$ cat src/hw/wdt_pkg.sv
package wdt_pkg;

  // Bus data width and the word that software sees
  localparam int          DATA_W          = 32;
  localparam int          ADDR_W          = 18;

  // Register indices; the byte address is four times the index
  localparam logic [15:0] IDX_SERVICE     = 16'hffff;
  localparam logic [15:0] IDX_CONFIG      = 16'h0000;
  localparam logic [15:0] IDX_STATUS      = 16'h0001;
  localparam logic [17:0] ADDR_SERVICE    = {IDX_SERVICE, 2'b00};
  localparam logic [17:0] ADDR_CONFIG     = {IDX_CONFIG, 2'b00};
  localparam logic [17:0] ADDR_STATUS     = {IDX_STATUS, 2'b00};

  // Config register fields
  localparam int          CFG_SHORT_BIT   = 0;
  localparam int          CFG_DISABLE_BIT = 1;
  localparam logic [1:0]  CFG_RESET       = 2'h0;

  // Status register fields
  localparam int          ST_CAUSE_BIT    = 0;
  localparam int          ST_RESET_BIT    = 1;
  localparam int          ST_ENABLE_BIT   = 2;
  localparam int          ST_CNT_LSB      = 8;

  // Timebase geometry
  localparam int          PRESC_W         = 12;
  localparam int          WCNT_W          = 6;
  localparam int          CHAIN_W         = PRESC_W + WCNT_W;
  localparam int          SVC_CLR_LSB     = 4;

  // Timeout lengths in crystal clock cycles
  localparam int          LONG_CYCLES     = (1 << 18) - (1 << 4);
  localparam int          SHORT_CYCLES    = (1 << 13) - (1 << 4);

  // Reset pin low time in crystal clock cycles
  localparam int          RST_PULSE_CYC   = 32;

  // Crystal clock period in ns that the chain runs on
  localparam int          CLK_PERIOD_NS   = 25;

  // AXI responses
  localparam logic [1:0]  RESP_OKAY       = 2'h0;
  localparam logic [1:0]  RESP_SLVERR     = 2'h2;

endpackage : wdt_pkg

$ cat src/hw/wdt_sync3.sv
`timescale 1ns/10ps
module wdt_sync3 #(
  parameter int W = 1
) (
  input  wire logic         mclk,
  input  wire logic         arst_n,
  input  wire logic [W-1:0] din,
  output logic      [W-1:0] dout
);

  typedef struct packed {
    logic [W-1:0] s1;
    logic [W-1:0] s2;
    logic [W-1:0] s3;
    logic [W-1:0] q;
  } wdt_sync_t;

  wdt_sync_t st_ff;
  wdt_sync_t nxt_st;

  initial begin
    if (W < 1) $error("wdt_sync3 width must be at least one");
  end

  // Output follows only once stages two and three agree, so a single glitch is dropped
  always_comb begin
    nxt_st    = st_ff;
    nxt_st.s1 = din;
    nxt_st.s2 = st_ff.s1;
    nxt_st.s3 = st_ff.s2;
    nxt_st.q  = (~(st_ff.s2 ^ st_ff.s3) & st_ff.s3) | ((st_ff.s2 ^ st_ff.s3) & st_ff.q);
  end

  always_ff @(posedge mclk or negedge arst_n) begin
    if (!arst_n) begin
      st_ff <= '0;
    end else begin
      st_ff <= nxt_st;
    end
  end

  assign dout = st_ff.q;

endmodule : wdt_sync3

$ cat src/hw/wdt_rst_stretch.sv
`timescale 1ns/10ps
module wdt_rst_stretch #(
  parameter int LEN = 32
) (
  input  wire logic mclk,
  input  wire logic arst_n,
  input  wire logic trigger,
  output logic      busy
);

  localparam int CW = (LEN > 1) ? $clog2(LEN) : 1;

  typedef struct packed {
    logic          busy;
    logic [CW-1:0] left;
  } wdt_stretch_t;

  wdt_stretch_t st_ff;
  wdt_stretch_t nxt_st;

  initial begin
    if (LEN < 1) $error("wdt_rst_stretch length must be at least one");
  end

  // A trigger during a pulse is absorbed; the pulse is never shortened or restarted
  always_comb begin
    nxt_st = st_ff;
    if (st_ff.busy) begin
      if (st_ff.left == '0) begin
        nxt_st.busy = 1'b0;
      end else begin
        nxt_st.left = st_ff.left - 1'b1;
      end
    end else if (trigger) begin
      nxt_st.busy = 1'b1;
      nxt_st.left = CW'(LEN - 1);
    end
  end

  always_ff @(posedge mclk or negedge arst_n) begin
    if (!arst_n) begin
      st_ff <= '0;
    end else begin
      st_ff <= nxt_st;
    end
  end

  assign busy = st_ff.busy;

endmodule : wdt_rst_stretch

$ cat src/hw/wdt_top.sv
`timescale 1ns/10ps
// How it works
// A 12-bit prescaler ripples into a 6-bit watchdog counter, both free running.
// The whole chain runs on mclk, which is the crystal clock, nothing else.
// Chain reaching the selected limit overflows and fires the system reset.
// Short-timeout option set selects the long period of 2^18 minus 2^4 cycles.
// Any write to the service word clears counter and prescaler bits 11 to 4.
// Reading the service word returns the reset vector low byte.
// Watchdog reset drives the reset pin low 32 cycles, sets cause flag.
// Stop instruction clears the whole prescaler.
// Internal reset clears prescaler and watchdog counter.
// Reset vector fetch clears the prescaler.
// Disable option suppresses every watchdog reset.
// No interrupt request is ever raised; reset is the only action.
// Monitor mode with high voltage on interrupt or reset pin disables watchdog.
// Break state with high voltage on the reset pin disables watchdog.
// Wait mode does not stop counting.
// Stop mode freezes the chain and holds the prescaler cleared.
// Software should clear the stop-enable option to keep the watchdog clock.
// Software should service soon after reset and around stop mode.
// Software should service from the main program, except in wait mode.
// Removing high voltage in monitor mode re-enables, subject to the disable option.
// A service write is one decoded bus write giving a one-cycle clear pulse.
module wdt_top #(
  parameter int LONG_CYCLES  = wdt_pkg::LONG_CYCLES,
  parameter int SHORT_CYCLES = wdt_pkg::SHORT_CYCLES
) (
  input  wire logic                       mclk,
  input  wire logic                       arst_n,
  input  wire logic [wdt_pkg::ADDR_W-1:0] s_axi_awaddr,
  input  wire logic                       s_axi_awvalid,
  output logic                            s_axi_awready,
  input  wire logic [wdt_pkg::DATA_W-1:0] s_axi_wdata,
  input  wire logic [3:0]                 s_axi_wstrb,
  input  wire logic                       s_axi_wvalid,
  output logic                            s_axi_wready,
  output logic [1:0]                      s_axi_bresp,
  output logic                            s_axi_bvalid,
  input  wire logic                       s_axi_bready,
  input  wire logic [wdt_pkg::ADDR_W-1:0] s_axi_araddr,
  input  wire logic                       s_axi_arvalid,
  output logic                            s_axi_arready,
  output logic [wdt_pkg::DATA_W-1:0]      s_axi_rdata,
  output logic [1:0]                      s_axi_rresp,
  output logic                            s_axi_rvalid,
  input  wire logic                       s_axi_rready,
  input  wire logic [7:0]                 reset_vector_low,
  input  wire logic                       stop_exec,
  input  wire logic                       stop_mode,
  input  wire logic                       wait_mode,
  input  wire logic                       internal_reset,
  input  wire logic                       reset_vector_fetch,
  input  wire logic                       monitor_mode,
  input  wire logic                       break_state,
  input  wire logic                       hv_irq_pin,
  input  wire logic                       hv_rst_pin,
  output logic                            rst_pin_o,
  output logic                            rst_pin_oe,
  output logic                            system_reset_n
);

  localparam int AW = wdt_pkg::ADDR_W;
  localparam int CW = wdt_pkg::CHAIN_W;
  localparam int PW = wdt_pkg::PRESC_W;
  localparam int NW = wdt_pkg::WCNT_W;

  localparam logic [CW-1:0] LONG_LAST  = CW'(LONG_CYCLES - 1);
  localparam logic [CW-1:0] SHORT_LAST = CW'(SHORT_CYCLES - 1);

  typedef struct packed {
    logic                       aw_pend;
    logic [AW-1:0]              aw_addr;
    logic                       w_pend;
    logic [wdt_pkg::DATA_W-1:0] w_data;
    logic [3:0]                 w_strb;
    logic                       bvalid;
    logic [1:0]                 bresp;
    logic                       rvalid;
    logic [wdt_pkg::DATA_W-1:0] rdata;
    logic [1:0]                 rresp;
    logic [PW-1:0]              presc;
    logic [NW-1:0]              wcnt;
    logic                       short_timeout_option;
    logic                       watchdog_disable_option;
    logic                       cause;
  } wdt_state_t;

  wdt_state_t st_ff;
  wdt_state_t nxt_st;

  logic [1:0]    hv_sync;
  logic          hv_irq;
  logic          hv_rst;
  logic          rst_busy;
  logic          wd_en;
  logic [CW-1:0] chain;
  logic [CW-1:0] chain_inc;
  logic          ovf;
  logic          trigger;
  logic          chain_clr;
  logic          svc;
  logic          wr_go;
  logic          rd_go;

  initial begin
    if (AW < 18) $error("wdt_top address width too small for the service word");
    if (LONG_CYCLES < 2 || LONG_CYCLES > (1 << CW)) $error("wdt_top long period out of range");
    if (SHORT_CYCLES < 2 || SHORT_CYCLES > LONG_CYCLES) $error("wdt_top short period out of range");
  end

  // High-voltage detects come from pins and cross into mclk
  wdt_sync3 #(
    .W    (2)
  ) u_hv_sync (
    .mclk   (mclk),
    .arst_n (arst_n),
    .din    ({hv_rst_pin, hv_irq_pin}),
    .dout   (hv_sync)
  );

  assign hv_irq = hv_sync[0];
  assign hv_rst = hv_sync[1];

  // Stretch a single overflow into a fixed-length reset pin pulse
  wdt_rst_stretch #(
    .LEN    (wdt_pkg::RST_PULSE_CYC)
  ) u_stretch (
    .mclk    (mclk),
    .arst_n  (arst_n),
    .trigger (trigger),
    .busy    (rst_busy)
  );

  // Enable is purely combinational so dropping a high voltage re-enables at once
  assign wd_en = !st_ff.watchdog_disable_option
               && !(monitor_mode && (hv_irq || hv_rst))
               && !(break_state && hv_rst);

  // Prescaler forms the low bits of one long chain
  assign chain     = {st_ff.wcnt, st_ff.presc};
  assign chain_inc = chain + 1'b1;
  assign ovf       = !stop_mode
                   && (chain == (st_ff.short_timeout_option ? LONG_LAST : SHORT_LAST));
  assign trigger   = ovf && wd_en && !rst_busy;
  assign chain_clr = internal_reset || trigger || rst_busy;

  // Bus handshakes; address and data are taken independently
  assign s_axi_awready = !st_ff.aw_pend && !st_ff.bvalid;
  assign s_axi_wready  = !st_ff.w_pend && !st_ff.bvalid;
  assign s_axi_arready = !st_ff.rvalid;
  assign wr_go         = st_ff.aw_pend && st_ff.w_pend;
  assign rd_go         = s_axi_arvalid && s_axi_arready;
  assign svc           = wr_go && (st_ff.aw_addr[17:0] == wdt_pkg::ADDR_SERVICE);

  // Bus slave, option bits, cause flag and the timebase chain
  always_comb begin
    nxt_st = st_ff;

    if (s_axi_awvalid && s_axi_awready) begin
      nxt_st.aw_pend = 1'b1;
      nxt_st.aw_addr = s_axi_awaddr;
    end
    if (s_axi_wvalid && s_axi_wready) begin
      nxt_st.w_pend = 1'b1;
      nxt_st.w_data = s_axi_wdata;
      nxt_st.w_strb = s_axi_wstrb;
    end
    if (st_ff.bvalid && s_axi_bready) begin
      nxt_st.bvalid = 1'b0;
    end

    // Write takes effect the cycle after both halves are held
    if (wr_go) begin
      nxt_st.aw_pend = 1'b0;
      nxt_st.w_pend  = 1'b0;
      nxt_st.bvalid  = 1'b1;
      nxt_st.bresp   = wdt_pkg::RESP_OKAY;
      case (st_ff.aw_addr[17:0])
        wdt_pkg::ADDR_SERVICE: begin
          nxt_st.bresp = wdt_pkg::RESP_OKAY;
        end
        wdt_pkg::ADDR_CONFIG: begin
          if (st_ff.w_strb[0]) begin
            nxt_st.short_timeout_option    = st_ff.w_data[wdt_pkg::CFG_SHORT_BIT];
            nxt_st.watchdog_disable_option = st_ff.w_data[wdt_pkg::CFG_DISABLE_BIT];
          end
        end
        wdt_pkg::ADDR_STATUS: begin
          if (st_ff.w_strb[0] && st_ff.w_data[wdt_pkg::ST_CAUSE_BIT]) begin
            nxt_st.cause = 1'b0;
          end
        end
        default: begin
          nxt_st.bresp = wdt_pkg::RESP_SLVERR;
        end
      endcase
      // The address port is exactly as wide as the decode, so no upper
      // bits can alias a register; every word outside the map takes
      // the default branch above and answers SLVERR
    end

    // Set wins over a software clear in the same cycle
    if (trigger) begin
      nxt_st.cause = 1'b1;
    end

    if (st_ff.rvalid && s_axi_rready) begin
      nxt_st.rvalid = 1'b0;
    end
    if (rd_go) begin
      nxt_st.rvalid = 1'b1;
      nxt_st.rresp  = wdt_pkg::RESP_OKAY;
      nxt_st.rdata  = '0;
      case (s_axi_araddr[17:0])
        wdt_pkg::ADDR_SERVICE: begin
          nxt_st.rdata[7:0] = reset_vector_low;
        end
        wdt_pkg::ADDR_CONFIG: begin
          nxt_st.rdata[wdt_pkg::CFG_SHORT_BIT]   = st_ff.short_timeout_option;
          nxt_st.rdata[wdt_pkg::CFG_DISABLE_BIT] = st_ff.watchdog_disable_option;
        end
        wdt_pkg::ADDR_STATUS: begin
          nxt_st.rdata[wdt_pkg::ST_CAUSE_BIT]  = st_ff.cause;
          nxt_st.rdata[wdt_pkg::ST_RESET_BIT]  = rst_busy;
          nxt_st.rdata[wdt_pkg::ST_ENABLE_BIT] = wd_en;
          nxt_st.rdata[wdt_pkg::ST_CNT_LSB +: NW] = st_ff.wcnt;
        end
        default: begin
          nxt_st.rresp = wdt_pkg::RESP_SLVERR;
        end
      endcase
      // A hole reads as zero, so a stray read of one can never pass
      // for the reset vector byte
    end

    // Chain counts in wait mode as in run mode; only stop mode halts it
    if (!stop_mode) begin
      {nxt_st.wcnt, nxt_st.presc} = ovf ? '0 : chain_inc;
    end
    // Low four prescaler bits survive a service, so the period is slightly short
    if (svc) begin
      nxt_st.wcnt = '0;
      nxt_st.presc[PW-1:wdt_pkg::SVC_CLR_LSB] = '0;
    end
    if (stop_exec || stop_mode || reset_vector_fetch) begin
      nxt_st.presc = '0;
    end
    if (chain_clr) begin
      nxt_st.presc = '0;
      nxt_st.wcnt  = '0;
    end
  end

  // Option bits and cause flag are not cleared by the watchdog's own reset
  always_ff @(posedge mclk or negedge arst_n) begin
    if (!arst_n) begin
      st_ff                         <= '0;
      st_ff.short_timeout_option    <= wdt_pkg::CFG_RESET[wdt_pkg::CFG_SHORT_BIT];
      st_ff.watchdog_disable_option <= wdt_pkg::CFG_RESET[wdt_pkg::CFG_DISABLE_BIT];
    end else begin
      st_ff <= nxt_st;
    end
  end

  // Open-drain reset pin: only ever pulled low
  assign rst_pin_o      = 1'b0;
  assign rst_pin_oe     = rst_busy;
  assign system_reset_n = !rst_busy;
  assign s_axi_bvalid   = st_ff.bvalid;
  assign s_axi_bresp    = st_ff.bresp;
  assign s_axi_rvalid   = st_ff.rvalid;
  assign s_axi_rdata    = st_ff.rdata;
  assign s_axi_rresp    = st_ff.rresp;

  // Helper: length of the current reset pin pulse
  logic [7:0] oe_len_ff;
  always_ff @(posedge mclk or negedge arst_n) begin
    if (!arst_n) begin
      oe_len_ff <= 8'h00;
    end else begin
      oe_len_ff <= rst_pin_oe ? oe_len_ff + 8'h01 : 8'h00;
    end
  end
endmodule : wdt_top

$ cat config.mk
export PLATFORM = sky130hd
export DESIGN_NAME = wdt_top
export DESIGN_NICKNAME = d
export VERILOG_FILES = /design/src/hw/wdt_pkg.sv /design/src/hw/wdt_sync3.sv /design/src/hw/wdt_rst_stretch.sv /design/src/hw/wdt_top.sv
export SDC_FILE = /design/constraint.sdc
export NUM_CORES = 1
export LEC_CHECK = 0
export ABC_CLOCK_PERIOD_IN_PS = 2000
export BUFFER_PORTS_ARGS = -buffer_cell sky130_fd_sc_hd__buf_2
export CAP_MARGIN = 20
export CELL_PAD_IN_SITES_DETAIL_PLACEMENT = 0
export CELL_PAD_IN_SITES_GLOBAL_PLACEMENT = 1
export CORE_MARGIN = 4
export CORE_UTILIZATION = 33
export CTS_CLUSTER_DIAMETER = 80
export DETAILED_ROUTE_END_ITERATION = 10
export HOLD_SLACK_MARGIN = 0.15
export PLACE_DENSITY = 0.87
export SETUP_SLACK_MARGIN = 0.5
export SLEW_MARGIN = 20
export SYNTH_ARGS = -nofsm -noshare
export SYNTH_HDL_FRONTEND = slang
export SYNTH_SLANG_ARGS = --single-unit
$ cat constraint.sdc
create_clock -name mclk -period 2 [get_ports mclk]
set_input_delay 0.1 -clock mclk [delete_from_list [all_inputs] [get_ports mclk]]
set_output_delay 0.1 -clock mclk [all_outputs]
set_load 0.02 [all_outputs]
Word level (Yosys, flattened, before mapping)
Cells that the tools add are included.
{"block": "word_totals", "ff_bits": 111, "in_bits": 96, "out_inout_bits": 44, "wordCells": 114}
{"block": "classes", "add_sub_neg": 2, "n_eq_ne": 9, "n_mux": 29, "bitwise": 5, "n_reduce_logical": 47}
{"op": "18-bit two-way mux", "n": 4}
{"op": "37-bit two-way mux", "n": 1}
{"op": "18-bit == test, second input constant", "n": 2}
{"op": "18-bit by 3-bit == test with 1-bit output, second input constant", "n": 2}
{"op": "18-bit zero test", "n": 2}
{"op": "35-bit two-way mux", "n": 1}
{"op": "6-bit two-way mux", "n": 4}
{"op": "19-bit two-way mux", "n": 1}
{"op": "18-bit by 1-bit adder with 18-bit output, second input constant", "n": 1}
{"op": "18-bit == test", "n": 1}
{"op": "1-bit logical AND", "n": 17}
{"op": "2-bit nonzero test", "n": 8}
{"op": "12-bit two-way mux", "n": 1}
{"op": "5-bit two-way mux", "n": 2}
{"op": "1-bit zero test", "n": 9}
{"op": "1-bit two-way mux", "n": 9}
{"op": "8-bit two-way mux", "n": 1}
{"op": "3-bit by 1-bit inequality test with 1-bit output, second input constant", "n": 2}
{"op": "2-bit case mux with 3 select lines", "n": 1}
{"op": "3-bit AND reduction", "n": 2}
{"op": "3-bit OR reduction", "n": 2}
{"op": "5-bit zero test", "n": 1}
{"op": "1-bit logical OR", "n": 5}
{"op": "5-bit by 1-bit subtractor with 5-bit output, second input constant", "n": 1}
{"op": "10 further kinds", "n": 12}

Longest topological paths before layout
{"block": "depth", "word_depth": 10, "mapped_depth": 8, "mapped_depth_nobuf": 7}

By module
From an unflattened synthesis, not the netlist that was laid out.
{"block": "unflattened", "cells_unflattened": 367, "hier_area_um2": 3834.9}
{"mod": "wdt_top", "n_inst": 1, "cells_each": 325, "area_each_um2": 3280.6, "seq_area_each_um2": 1551.5}
{"mod": "wdt_rst_stretch", "n_inst": 1, "cells_each": 30, "area_each_um2": 316.6, "seq_area_each_um2": 150.1}
{"mod": "wdt_sync3", "n_inst": 1, "cells_each": 12, "area_each_um2": 237.7, "seq_area_each_um2": 200.2}

Worst setup path before layout
No wires, ideal clock.
{"block": "synth_path", "kind": "register to register", "from": "reg st_ff (netlist bit s_axi_bvalid)", "to": "reg st_ff[103] (netlist name)", "setup_ns": 0.125, "arrival_ns": 1.903, "required_ns": 1.875, "slack_ns": -0.028, "path_stages_with_launch": 6, "n_path_buf": 2, "period_less_slack_ns": 2.028, "path_cell_list": "dfrtp_1 > nor2_1 > and2_1 > clkbuf_1 > buf_2 > mux2_2"}
{"block": "synth_via", "elab_chain_len": 3}
{"element": "from (decl)", "line": "wdt_top.sv:88", "text": "wdt_state_t st_ff;"}
{"element": "from (signal assigned)", "line": "wdt_top.sv:261", "text": "st_ff <= nxt_st;"}
{"element": "1-bit zero test", "line": "wdt_top.sv:148", "text": "assign s_axi_awready = !st_ff.aw_pend && !st_ff.bvalid;"}
{"element": "1-bit logical AND", "line": "wdt_top.sv:148"}
{"element": "named net s_axi_awready", "line": "wdt_top.sv:32", "text": "output logic s_axi_awready,"}
{"element": "1-bit logical AND", "line": "wdt_top.sv:159", "text": "if (s_axi_awvalid && s_axi_awready) begin"}
The timed path passes the listed nets, and every way through them passes these cells.
A chain may end at the register's enable or synchronous reset.

Worst setup path in the final report
{"block": "layout_path", "from": "reg st_ff[101] (netlist name)", "to": "reg st_ff[1] (netlist name)"}
{"block": "layout_via", "elab_chain_len": 2}
{"element": "18-bit zero test", "line": "wdt_top.sv:178", "text": "case (st_ff.aw_addr[17:0])"}
{"element": "3-bit AND reduction (no source line)"}
Every way passes these cells.

==> flow_summary_export.csv <==
group,metric,value,unit
yosys,syn_inst,367,
timing,hold_viol_final,0,
clocking,root_buffer,"clkbuf_16",
clocking,cts_tree,"yes",
worst_setup_path,arrival,2.02,ns
place,dp_cells,574,
die,die_w,114.9,um
power,cellPowerDensity,869.8,nW/um^2
worst_setup_path,worstSetupStartpoint,"st_ff[101]",
timing,setup_viol,0,
yosys,yosys_warnings,0,
global_route,antenna_found_initial,0,
yosys,ys_seq_elements,76,
yosys,synth.top_cells.by_area,"dfrtp_1 (50%), mux2_2 (7.5%), buf_4 (7.4%)",
yosys,syn_area_per_cell,10.28,um^2
clocking,numCtsBuffers,9,
yosys,muxShareOfSynthArea,7.460,%
cells_and_area,antennaDiodeCount,0,
worst_setup_path,cp-start-kind,"flip-flop",
worst_setup_path,cp_max_fo,3,
clocking,clock_latency,0.34,ns
cells_and_area,fin_cells,665,
yosys,synth.largest_area_cell,"dfrtp_1",
detailed_routing,drt-initial-drc-count,124,
global_route,grt_usage,14.74,%
worst_setup_path,crit_chain,"nor4_2 > nand4_1 > nor4_2 > and3b_2 > mux2_4",
die,coreArea,11030,um^2
place,hpwlAfterDp,6305,um
die,start_util,34.21,%
yosys,synth_top_family_by_area,"simple AND/OR/NAND/NOR gates",
flow_run,cap_violations,0,
power,power.leakage,2.509,nW
die,ios,140,
die,dieArea,13210,um^2
timing,fin_crit_sh,90.09,%
worst_setup_path,crit_path_top_delay_cell,"dfrtp_1",
global_route,grt_max_degree,41,
yosys,yosysSeqAreaShare,50.40,%
place,dpl_cell_area,4279,um^2
global_route,grt_first_pass_wirelength,15680,um
cells_and_area,final_area,5470,um^2
yosys,synth_common_cells,"dfrtp_1 (76), nand2_1 (44), buf_4 (37), nor2_1 (37), mux2_2 (25)",
yosys,synth_ff_type,"dfrtp_1",
worst_setup_path,reg2reg_from,"st_ff[101]",
yosys,synth_area,3774,um^2
yosys,synth-async-reset-ratio,100.0,%
detailed_routing,wire_per_inst,14.61,um
global_route,overflow,0,
clocking,clock-sinks,76,
cells_and_area,drive_gt1_share,42.86,%
timing,worst_pin_slew,0.5748,ns
timing,rsz0062_at_grt,"true",
detailed_routing,antenna_left,0,
global_route,grt_pass1_vias,3282,
detailed_routing,via_per_inst,4.798,
power,ir_drop,581.9,uV
yosys,synth_most_common_cell,"dfrtp_1",
place,place.gp.congestion,0.8311,
yosys,synth_fa_ha_area_share,1.194,%
cells_and_area,area_growth,44.96,%
worst_setup_path,critical_path_class,"flip-flop to flip-flop",
run_status,outcome,"complete, no violations",
worst_setup_path,endpoint_kind,"flip-flop",
timing,whs,0.1592,ns
clocking,cts.clk_slew.worst_paths,0.06,ns
detailed_routing,first_pass_iters,4,
yosys,yosys.area_share.simple,20.16,%
yosys,synth_enable_flop_cells,0,
yosys,yosysUniqueCellTypes,50,
detailed_routing,vias,3191,
die,rows,38,
clocking,cts_max_path_buffers,2,
timing,tns,0,ns
die,die_y,114.9,um
worst_setup_path,cpMostUsedCell,"nor4_2",
yosys,synth-compound-area-share,7.759,%
detailed_routing,wl,9714,um
timing,clock_skew,0.007295,ns
yosys,synth-xor-area-share,3.017,%
timing,fin_crit,1.802,ns
worst_setup_path,slowest_delay,0.40,ns
yosys,synth_top_area_share,50.40,%
place,portBuffers,84,
cells_and_area,nets,618,
timing,fmax,0.5550,GHz
timing,maxSlewHeadroom,61.33,%
timing,drv_slew,0,
hold_path,holdCritStartpoint,"stop_exec",
hold_path,hold_class,"input pin to flip-flop",
clocking,h-tree-depth,3,
worst_setup_path,required,2.22,ns
detailed_routing,drc_errors,0,
-- logic make-up (layout without fill, tap and decap cells) --
group | after synthesis | count (layout)
adders and majority gates | 4 | 4
muxes | 25 | 25
xor gates and xnor gates | 13 | 13
DFF | 76 | 76
other | 1 | 21
and+or+nand+nor | 147 | 147
AOI/OAI and AO/OA | 45 | 45
buffers and inverters | 56 | 194
-- power breakdown --
| part | total [mW] | leakage, nW | switching, mW | internal [mW] |
|---|---|---|---|---|
| clock network | 1.64 | 0.146 | 0.633 | 1.00 |
| logic | 1.00 | 1.40 | 0.454 | 0.550 |
| registers | 2.12 | 0.967 | 0.282 | 1.83 |
| total | 4.76 | 2.51 | 1.37 | 3.39 |
-- state kept, by name, indices dropped and copies added, names as in the netlist, 2 cells and up, named ones only --
signal and flops:
st_ff 26, u_hv_sync.st_ff 2, chain 18, s_axi_rdata 14
u_hv_sync.nxt_st 4, u_stretch.st_ff 5
-- per-layer routing --
layer	vias to the layer above	routed length [um]	GRT usage [%]	part of all wire (%)
met5	-	0	0	0
met4	0	198	6.103	2.0
met3	14	493	3.526	5.1
met2	90	5143	25.23	53
met1	1555	3878	17.76	40
li1	1532	-	-	-
-- cells in the final DEF, fill, tap and decap left out, types with 5 or more instances in the layout --
cell type      synthesis  layout
nand4_1               12      12
dfrtp_1               76      69
mux2_4                 0      10
mux2_2                25      15
a21oi_1                6       5
buf_4                 37      44
buf_6                  3       7
nor4_4                 0       5
nor4_2                 1       5
dfrtp_2                0       7
conb_1                 1      21
xnor2_1                9       9
dlygate4sd3_1          0      35
nand2_2                0       6
inv_1                  9       8
buf_2                  2      83
clkbuf_16              0       9
nor2_1                37      35
nand3_1                8       6
nand2_1               44      37
o21ai_0               19      16
-- timing repair --
item,CTS,global route
hold endpoints to repair,71,0
setup endpoints to repair,24,28
pin swaps,16,16
hold buffers,35,0
resized for setup,37,17
buffers inserted,30,10
-- area by class of cell --
| class | count | area, um^2 |
|---|---|---|
| repair buffers | 169 | 1175 |
| multi-input cells | 255 | 1873 |
| clock inverters | 5 | 60.06 |
| clock buffers | 11 | 242.7 |
| flip-flops and latches | 76 | 1911 |
| well taps | 140 | 175.2 |
| fillers | 975 | 5560 |
| inverters | 9 | 33.78 |
-- path summary, 6_finish.rpt --
path                            depth (start not counted)             endpoint  slack, ns
worst max-delay path                                    5             st_ff[1]       0.20
worst min-delay path                                    4             chain[2]       0.16
worst max register to register                          5             st_ff[1]       0.20
worst min register to register                          0  u_hv_sync.nxt_st[2]       0.35
max in group asynchronous                               3       s_axi_rresp[1]       1.06
min in group asynchronous                               2           st_ff[102]       0.27
-- stage by stage --
step           power (mW)  utilization, %  worst slack [ns]
2_1_floorplan       2.814               -            0.2255
3_3_place_gp        2.981           38.79            0.1879
3_5_place_dp        3.022           38.79            0.1452
4_1_cts             4.765           48.21            0.1914
5_1_grt             4.986           49.59            0.1479
6_report            4.758           49.59            0.1983
-- critical path, delay by kind of cell, from the launching register on --
family           cells  cell delay [ns]
flip-flops           1             0.40
AND/OR/NAND/NOR      4             0.97
multiplexers         1             0.31
No activity file was read; power rests on OpenSTA's default activity.
